===== src/hw/homing_pkg.sv =====
package homing_pkg;

  // ==================================================
  // Widths
  localparam int MODE_W = 5;
  localparam int POS_W = 32;
  localparam int SENS_W = 4;
  localparam int CAUSE_W = 2;

  // ==================================================
  // Homing mode codes handled here
  localparam logic [MODE_W-1:0] MODE_NEG_FALL_POS = 5'h0B;
  localparam logic [MODE_W-1:0] MODE_NEG_RISE_NEG = 5'h0C;
  localparam logic [MODE_W-1:0] MODE_NEG_RISE_POS = 5'h0D;
  localparam logic [MODE_W-1:0] MODE_NEG_FALL_NEG = 5'h0E;
  localparam logic [MODE_W-1:0] MODE_RSVD_A = 5'h0F;
  localparam logic [MODE_W-1:0] MODE_RSVD_B = 5'h10;

  // ==================================================
  // Alarm causes
  localparam logic [CAUSE_W-1:0] CAUSE_NONE = 2'h0;
  localparam logic [CAUSE_W-1:0] CAUSE_POS_LIMIT = 2'h1;
  localparam logic [CAUSE_W-1:0] CAUSE_NEG_REPEAT = 2'h2;
  localparam logic [CAUSE_W-1:0] CAUSE_BAD_MODE = 2'h3;

  // ==================================================
  // Reset values
  localparam logic [POS_W-1:0] POS_RESET = 32'h0000_0000;

  // ==================================================
  // Sequencer states
  typedef enum logic [3:0] {
    ST_IDLE = 4'b0000,
    ST_FAST_A = 4'b0001,
    ST_FAST_B = 4'b0010,
    ST_FAST_C = 4'b0011,
    ST_SLOW = 4'b0100,
    ST_INDEX = 4'b0101,
    ST_STOP = 4'b0110,
    ST_FINISH = 4'b0111,
    ST_ALARM = 4'b1000
  } state_t;

  // ==================================================
  // Carriers
  typedef struct packed {
    logic home_switch;
    logic negative_limit;
    logic positive_limit;
    logic index;
  } sensors_t;

  typedef struct packed {
    logic run;
    logic dirPos;
    logic fast;
  } motion_cmd_t;

  // Route of one homing run: direction and edge of each move
  typedef struct packed {
    logic aPos;
    logic aRise;
    logic aToC;
    logic bRise;
    logic bToC;
    logic cPos;
    logic cRise;
    logic slowPos;
    logic slowRise;
  } plan_t;

endpackage


===== src/hw/in_sync.sv =====
`timescale 1ns/1ns
module in_sync #(
  parameter int WIDTH = 1
) (
  // Clock and reset
  input wire logic clk_sys,
  input wire logic rst,
  input wire logic clkEn,
  // Data
  input wire logic [WIDTH-1:0] din,
  output logic [WIDTH-1:0] dout
);

  logic [WIDTH-1:0] meta_r;

  // First stage feeds only the second stage
  always_ff @(posedge clk_sys)
  begin
    if (rst)
    begin
      meta_r <= '0;
      dout <= '0;
    end
    else if (clkEn)
    begin
      meta_r <= din;
      dout <= meta_r;
    end
  end

endmodule


===== src/hw/pos_latch.sv =====
`timescale 1ns/1ns
module pos_latch
  import homing_pkg::*;
(
  // Clock and reset
  input wire logic clk_sys,
  input wire logic rst,
  input wire logic clkEn,
  // Control
  input wire logic capture,
  input wire logic clear,
  input wire logic [POS_W-1:0] posIn,
  // Held position
  output logic [POS_W-1:0] posOut,
  output logic posValid
);

  always_ff @(posedge clk_sys)
  begin
    if (rst)
    begin
      posOut <= POS_RESET;
      posValid <= 1'b0;
    end
    else if (clkEn)
    begin
      if (capture)
      begin
        posOut <= posIn;
        posValid <= 1'b1;
      end
      else if (clear)
      begin
        posValid <= 1'b0;
      end
    end
  end

endmodule


===== src/hw/homing_sequencer.sv =====
// What this block does
// - Mode 11 active start: forward, back, slow
// - Mode 11: slow forward to fall, forward index
// - Modes 11-13: first negative limit reverses
// - Modes 11-13: positive or second negative alarms
// - Mode 12 positive side: negative, back out
// - Mode 12: slow negative to rise, index
// - Mode 12 negative side: limit, forward past
// - Mode 12 active start: forward, slow negative
// - Mode 13 positive side: negative, slow forward
// - Mode 13 negative side: limit, rise, back
// - Mode 13 active start: negative, slow forward
// - Mode 14 positive side: negative, return, slow
// - Mode 14 negative side: limit, rise, slow
// - Mode 14 active start: negative, back, slow
// - Mode 14: reverse once, alarm on limits
// - Overshoot on return still continues search
`timescale 1ns/1ns
module homing_sequencer (
  // Clock and reset
  input wire logic clk_sys,
  input wire logic rst,
  input wire logic clkEn,
  // Host request
  input wire logic start,
  input wire logic abort,
  input wire logic [homing_pkg::MODE_W-1:0] mode,
  // Switch and encoder index pins
  input wire homing_pkg::sensors_t sensorPins,
  // Drive side
  input wire logic motionStopped,
  input wire logic [homing_pkg::POS_W-1:0] encoderPos,
  output homing_pkg::motion_cmd_t motionCmd,
  // Status
  output logic busy,
  output logic homeDone,
  output logic homeAlarm,
  output logic [homing_pkg::CAUSE_W-1:0] alarmCause,
  output logic [homing_pkg::POS_W-1:0] homePos,
  output logic homeValid
);
  import homing_pkg::*;

  // ==================================================
  // Route table for each mode and start level
  function automatic plan_t planFor(input logic [MODE_W-1:0] m, input logic active);
    plan_t p;
    p = '0;
    unique case (m)
      // Inactive: seek the zone going negative; active: leave it forward
      MODE_NEG_FALL_POS: p = '{aPos: active, aRise: !active, aToC: active, bRise: 1'b0, bToC: 1'b1,
        cPos: 1'b0, cRise: 1'b1, slowPos: 1'b1, slowRise: 1'b0};
      MODE_NEG_RISE_NEG: p = '{aPos: active, aRise: !active, aToC: !active, bRise: 1'b0, bToC: 1'b0,
        cPos: 1'b1, cRise: 1'b0, slowPos: 1'b0, slowRise: 1'b1};
      MODE_NEG_RISE_POS: p = '{aPos: 1'b0, aRise: 1'b0, aToC: 1'b0, bRise: 1'b1, bToC: 1'b1,
        cPos: 1'b0, cRise: 1'b0, slowPos: 1'b1, slowRise: 1'b1};
      MODE_NEG_FALL_NEG: p = '{aPos: 1'b0, aRise: 1'b0, aToC: 1'b1, bRise: 1'b1, bToC: 1'b0,
        cPos: 1'b1, cRise: 1'b1, slowPos: 1'b0, slowRise: 1'b0};
      default: p = '0;
    endcase
    return p;
  endfunction

  // ==================================================
  // Pin synchronisers
  sensors_t sens;

  in_sync #(
    .WIDTH(SENS_W)
  ) uSync (
    .clk_sys(clk_sys),
    .rst(rst),
    .clkEn(clkEn),
    .din(sensorPins),
    .dout(sens)
  );

  // ==================================================
  // Edge history of the synchronised inputs
  logic homePrev_r;
  logic indexPrev_r;

  always_ff @(posedge clk_sys)
  begin
    if (rst)
    begin
      homePrev_r <= 1'b0;
      indexPrev_r <= 1'b0;
    end
    else if (clkEn)
    begin
      homePrev_r <= sens.home_switch;
      indexPrev_r <= sens.index;
    end
  end

  logic homeRise;
  logic homeFall;
  logic indexRise;

  assign homeRise = sens.home_switch && !homePrev_r;
  assign homeFall = !sens.home_switch && homePrev_r;
  assign indexRise = sens.index && !indexPrev_r;

  // ==================================================
  // Run state
  state_t state_r;
  state_t state_nxt;
  state_t after_r;
  state_t after_nxt;
  plan_t plan_r;
  plan_t planNow;
  logic negSeen_r;
  logic negSeen_nxt;
  logic [CAUSE_W-1:0] cause_nxt;
  logic capture;
  logic modeOk;
  logic moving;
  logic dirPos;

  // Codes 15 and 16 are reserved; the host must not select them
  assign modeOk = (mode == MODE_NEG_FALL_POS) || (mode == MODE_NEG_RISE_NEG) ||
                  (mode == MODE_NEG_RISE_POS) || (mode == MODE_NEG_FALL_NEG);

  assign moving = (state_r == ST_FAST_A) || (state_r == ST_FAST_B) || (state_r == ST_FAST_C) ||
                  (state_r == ST_SLOW) || (state_r == ST_INDEX);
  // The route is latched on the start edge, so the first command reads it unlatched
  assign planNow = (state_r == ST_IDLE) ? planFor(mode, sens.home_switch) : plan_r;

  // Direction of the move in progress
  always_comb
  begin
    unique case (state_r)
      ST_FAST_A: dirPos = plan_r.aPos;
      ST_FAST_B: dirPos = 1'b1;
      ST_FAST_C: dirPos = plan_r.cPos;
      ST_SLOW, ST_INDEX: dirPos = plan_r.slowPos;
      default: dirPos = 1'b0;
    endcase
  end

  // ==================================================
  // Next-state logic
  always_comb
  begin
    state_nxt = state_r;
    after_nxt = after_r;
    negSeen_nxt = negSeen_r;
    cause_nxt = CAUSE_NONE;
    capture = 1'b0;
    if (abort && (state_r != ST_IDLE) && (state_r != ST_ALARM))
    begin
      // Abort still lets the axis come to rest before going idle
      state_nxt = ST_STOP;
      after_nxt = ST_IDLE;
    end
    else if (moving && sens.positive_limit)
    begin
      state_nxt = ST_ALARM;
      cause_nxt = CAUSE_POS_LIMIT;
    end
    else if (moving && !dirPos && sens.negative_limit)
    begin
      if (negSeen_r)
      begin
        state_nxt = ST_ALARM;
        cause_nxt = CAUSE_NEG_REPEAT;
      end
      else
      begin
        negSeen_nxt = 1'b1;
        state_nxt = ST_STOP;
        after_nxt = ST_FAST_B;
      end
    end
    else
    begin
      unique case (state_r)
        ST_IDLE:
        begin
          if (start)
          begin
            negSeen_nxt = 1'b0;
            if (modeOk)
            begin
              state_nxt = ST_FAST_A;
            end
            else
            begin
              state_nxt = ST_ALARM;
              cause_nxt = CAUSE_BAD_MODE;
            end
          end
        end
        ST_FAST_A:
        begin
          if (plan_r.aRise ? homeRise : homeFall)
          begin
            state_nxt = ST_STOP;
            after_nxt = plan_r.aToC ? ST_FAST_C : ST_SLOW;
          end
        end
        ST_FAST_B:
        begin
          if (plan_r.bRise ? homeRise : homeFall)
          begin
            state_nxt = ST_STOP;
            after_nxt = plan_r.bToC ? ST_FAST_C : ST_SLOW;
          end
        end
        ST_FAST_C:
        begin
          // Only the edge picked by cRise ends this move, not a level: a narrow zone may be overshot
          if (plan_r.cRise ? homeRise : homeFall)
          begin
            state_nxt = ST_STOP;
            after_nxt = ST_SLOW;
          end
        end
        ST_SLOW:
        begin
          if (plan_r.slowRise ? homeRise : homeFall)
          begin
            state_nxt = ST_INDEX;
          end
        end
        ST_INDEX:
        begin
          // Keep creeping the same way; the first index edge is the nearest one
          if (indexRise)
          begin
            capture = 1'b1;
            state_nxt = ST_STOP;
            after_nxt = ST_FINISH;
          end
        end
        ST_STOP:
        begin
          if (motionStopped)
          begin
            state_nxt = after_r;
          end
        end
        ST_FINISH:
        begin
          state_nxt = ST_IDLE;
        end
        ST_ALARM:
        begin
          if (start)
          begin
            state_nxt = ST_IDLE;
          end
        end
        default:
        begin
          state_nxt = ST_IDLE;
        end
      endcase
    end
  end

  // ==================================================
  // Sequencer registers
  always_ff @(posedge clk_sys)
  begin
    if (rst)
    begin
      state_r <= ST_IDLE;
      after_r <= ST_IDLE;
      negSeen_r <= 1'b0;
    end
    else if (clkEn)
    begin
      state_r <= state_nxt;
      after_r <= after_nxt;
      negSeen_r <= negSeen_nxt;
    end
  end

  // Route is frozen at start so a mode change mid-run has no effect
  always_ff @(posedge clk_sys)
  begin
    if (rst)
    begin
      plan_r <= '0;
    end
    else if (clkEn && (state_r == ST_IDLE) && start)
    begin
      plan_r <= planFor(mode, sens.home_switch);
    end
  end

  // ==================================================
  // Motion command, registered from the next state
  always_ff @(posedge clk_sys)
  begin
    if (rst)
    begin
      motionCmd <= '0;
    end
    else if (clkEn)
    begin
      unique case (state_nxt)
        ST_FAST_A: motionCmd <= '{run: 1'b1, dirPos: planNow.aPos, fast: 1'b1};
        ST_FAST_B: motionCmd <= '{run: 1'b1, dirPos: 1'b1, fast: 1'b1};
        ST_FAST_C: motionCmd <= '{run: 1'b1, dirPos: plan_r.cPos, fast: 1'b1};
        ST_SLOW, ST_INDEX: motionCmd <= '{run: 1'b1, dirPos: plan_r.slowPos, fast: 1'b0};
        default:
        begin
          // Dropping run asks the drive to decelerate to rest
          motionCmd <= '0;
        end
      endcase
    end
  end

  // ==================================================
  // Status flags
  always_ff @(posedge clk_sys)
  begin
    if (rst)
    begin
      busy <= 1'b0;
      homeDone <= 1'b0;
      homeAlarm <= 1'b0;
      alarmCause <= CAUSE_NONE;
    end
    else if (clkEn)
    begin
      busy <= (state_nxt != ST_IDLE) && (state_nxt != ST_ALARM);
      if (state_nxt == ST_FINISH)
      begin
        homeDone <= 1'b1;
      end
      else if (start && (state_r == ST_IDLE))
      begin
        homeDone <= 1'b0;
      end
      if (state_nxt == ST_ALARM && state_r != ST_ALARM)
      begin
        homeAlarm <= 1'b1;
        alarmCause <= cause_nxt;
      end
      else if (state_nxt != ST_ALARM)
      begin
        homeAlarm <= 1'b0;
        alarmCause <= CAUSE_NONE;
      end
    end
  end

  // ==================================================
  // Home position capture
  pos_latch uLatch (
    .clk_sys(clk_sys),
    .rst(rst),
    .clkEn(clkEn),
    .capture(capture),
    .clear(start && (state_r == ST_IDLE)),
    .posIn(encoderPos),
    .posOut(homePos),
    .posValid(homeValid)
  );

endmodule


===== config.mk =====
export PLATFORM = sky130hd
export DESIGN_NAME = homing_sequencer
export DESIGN_NICKNAME = d
export VERILOG_FILES = /design/src/hw/homing_pkg.sv /design/src/hw/in_sync.sv /design/src/hw/pos_latch.sv /design/src/hw/homing_sequencer.sv
export SDC_FILE = /design/constraint.sdc
export NUM_CORES = 1
export LEC_CHECK = 0
export BUFFER_PORTS_ARGS = -buffer_cell sky130_fd_sc_hd__buf_2
export CAP_MARGIN = 20
export CORE_ASPECT_RATIO = 1.2
export CORE_MARGIN = 2
export CORE_UTILIZATION = 45
export DETAILED_ROUTE_END_ITERATION = 7
export GPL_TIMING_DRIVEN = 0
export PLACE_DENSITY = 0.79
export SLEW_MARGIN = 5
export SYNTH_ARGS = -nofsm -noshare
export SYNTH_HDL_FRONTEND = slang
export SYNTH_SLANG_ARGS = --single-unit

===== constraint.sdc =====
create_clock -name clk_sys -period 4.89 [get_ports clk_sys]
set_input_delay 0.2445 -clock clk_sys [delete_from_list [all_inputs] [get_ports clk_sys]]
set_output_delay 0.2445 -clock clk_sys [all_outputs]
set_load 0.005 [all_outputs]

==> results.tsv <==
metric	value	unit
Tmin final	2530	ps
CTS Hold Bufs	0	
ant diodes	0	
DP Worst Slack	2400	ps
Root Buffer	clkbuf_8	
number of core rows	33	
Clock H-tree levels	3	
combinational family with the most area after synthesis	simple AND/OR/NAND/NOR gates	
Max-cap violations	0	
Post-Syn Area	3250	µm²
final hold viol count	0	
crit end category	flop	
Mapped Avg Cell Area	8.00	µm²
Pwr Density	292	nW/µm²
Slew headroom	47.5	%
Max VDD drop	0.215	mV
CP most frequent cell	nor3_1	
Num CTS Buffers	9	
simple-gate share of the synthesized area	25.9	%
post-synth top area cell	dfxtp_1	
CP max FO	10	
chip height	97.1	µm
fraction of layout cells with a size suffix above 1	24.5	%
hold slack	119	ps
Final setup viols	0	
drt initial violations	141	
final instance area	3990	µm²
WP buf/inv	2	
Fin Setup TNS	0	ps
DRC errors left	0	
Final Routed Wirelength	8770	µm
setup ws final	2360	ps
Yosys warnings	0	
RePlAce Congestion	0.907	
peak per-stage delay on the critical path	560	ps
TritonCTS Sinks	67	
syn_nets	453	
Adder-Cell Fraction of Synth Area	0	%
Final #Nets	548	
initial antenna violation count	0	
Port-buffer cells	84	
WP data arrival	2820	ps
core area	6900	µm²
Synth Area in Compound Gates	21.2	%
leakage power	1.63	nW
Clk pin slew, worst setup/hold paths	80	ps
P&R area growth vs syn	22.7	%
Worst path slowest cell	nor3_1	
outcome	complete, no violations	
Crit path max-delay family	simple AND/OR/NAND/NOR gates	
Routed Antenna Nets	0	
DRT Pass-1 Iters	5	
Seq cells post-synth	67	
Final Util	57.8	%
Setup Skew	4.55	ps
DR vias	3270	
EDFF count, synth	0	
top cells by count, synth	nand2_1 (80), dfxtp_1 (67), a21oi_1 (54)	
first-pass GRT wire length	13700	µm
CTS tree	done	
Die Area	7910	µm²
Clk Latency, worst-skew pair	360	ps
placed cell area	3780	µm²
RSZ-0062 raised after global routing	no	
Total GRT Usage	22.3	%
critical path type	reg -> reg	
Initial Util	47.1	%
FMAX	396	MHz
vias per inst	5.51	
Max Root-Sink Buffers	2	
post-CTS sizing	0	
worst hold path class	in -> reg	
Slew Limit Fails	0	
die width	81.5	µm
Synth cell types	59	
Post-Synth XOR/XNOR Area	0.809	%
worst path required time	5180	ps
DP Wirelength	6600	µm
number of global-route vias before repair	3030	
period utilisation layout	51.7	%
post-synth top area share	41.3	%
routed len/inst	14.8	µm
sequential fraction of the synthesis area	41.3	%
worst slew pin tran	788	ps
# Post-CTS Setup Buffers	0	
critical path cell sequence	buf_4 > nor3_1 > o21ai_0 > nor3_1 > clkbuf_1 > nand2_1 > a21oi_1	
I/O pin cnt	88	
most frequent cell after synthesis	nand2_1	
ranking of synthesized cells by area	dfxtp_1 (41%), nand2_1 (9.2%), a21oi_1 (8.3%)	
Async SR Flop Fraction	0	%
CP Launch Type	flop	
pin count of the biggest net entering global routing	15	
gr ovfl total	0	
multiplexer share of the synthesized area	5.36	%
Primary FF master, synth	dfxtp_1	
cells after synthesis	406	
[report_power, final]
part | switching (W) | internal (W) | leakage [nW]
logic | 0.0000691 | 0.0000497 | 0.980
registers | 0.00000535 | 0.000554 | 0.542
clock network | 0.000242 | 0.000245 | 0.106
[cell usage in the layout, fill, tap and decap left out, types with 3 or more instances in the layout]
| cell | count |
|---|---|
| buf_2 | 91 |
| nand2_1 | 80 |
| dfxtp_1 | 67 |
| a21oi_1 | 54 |
| nor2_1 | 36 |
| clkbuf_1 | 16 |
| mux2i_1 | 14 |
| o21ai_0 | 10 |
| nand2b_1 | 9 |
| clkbuf_8 | 9 |
| nor3_1 | 8 |
| nor2b_1 | 6 |
| inv_1 | 6 |
| nand3_1 | 6 |
| a31oi_1 | 5 |
| nor3b_1 | 4 |
| a2111oi_0 | 4 |
| nand3b_1 | 4 |
| nor4bb_1 | 4 |
| buf_6 | 3 |
| mux2_2 | 3 |
| a211oi_1 | 3 |
| and2_1 | 3 |
| o211ai_1 | 3 |
| o31ai_1 | 3 |
| clkinv_4 | 3 |
[worst register-to-register path, stage by stage, from the launching register on]
cell and delay, ps:
dfxtp_1 310, buf_4 170, nor3_1 400, o21ai_0 280, nor3_1 560, clkbuf_1 450, nand2_1 130, a21oi_1 160
[cell type report]
class	count	area (µm²)
Clock buffer	9	124
Buffer	30	151
Inverter	6	22.5
Timing Repair Buffer	84	420
Multi-Input combinational cell	303	1730
Sequential cell	67	1340
Clock inverter	7	85.1
Fill cell	635	2910
Tap cell	87	109
[layer usage]
layer,part of all wire [%],GRT usage [%]
met3,6.9,4.93
met2,49,38.5
met5,0,0
met1,42,25.6
met4,2.0,9.65
[path summary, 6_finish.rpt]
| kind | startpoint | slack, ps | cells after the start | end |
|---|---|---|---|---|
| setup / recovery | state_r[1]$_SDFFE_PP0P_ | 2360 | 7 | uLatch.posOut[25]$_SDFFE_PP0P_ |
| hold / removal | encoderPos[11] | 120 | 3 | uLatch.posOut[11]$_SDFFE_PP0P_ |
| setup reg to reg | state_r[1]$_SDFFE_PP0P_ | 2360 | 7 | uLatch.posOut[25]$_SDFFE_PP0P_ |
| hold reg to reg | uLatch.posOut[11]$_SDFFE_PP0P_ | 450 | 2 | uLatch.posOut[11]$_SDFFE_PP0P_ |
[through the flow]
step	instances	total power, W
global route	593	0.00121
floorplan	406	0.000646
detailed placement	577	0.000690
CTS	593	0.00117
global placement	577	0.000688
finish	593	0.00116
[state kept, by name, indices dropped and copies added (netlist names)]
register,cells
uSync.dout,4
uSync.meta_r,4
state_r,4
alarmCause,2
busy,1
indexPrev_r,1
plan_r,8
homeAlarm,1
negSeen_r,1
homePrev_r,1
motionCmd,3
uLatch.posOut,32
homeDone,1
uLatch.posValid,1
after_r,3
[cell families after synthesis]
kind of cell | count (synthesis)
flip-flops | 67
buffers and inverters | 36
AO/OA/AOI/OAI | 107
AND/OR/NAND/NOR | 176
XOR/XNOR | 3
multiplexers | 17
Note: power is estimated with default switching activity, not from simulation.
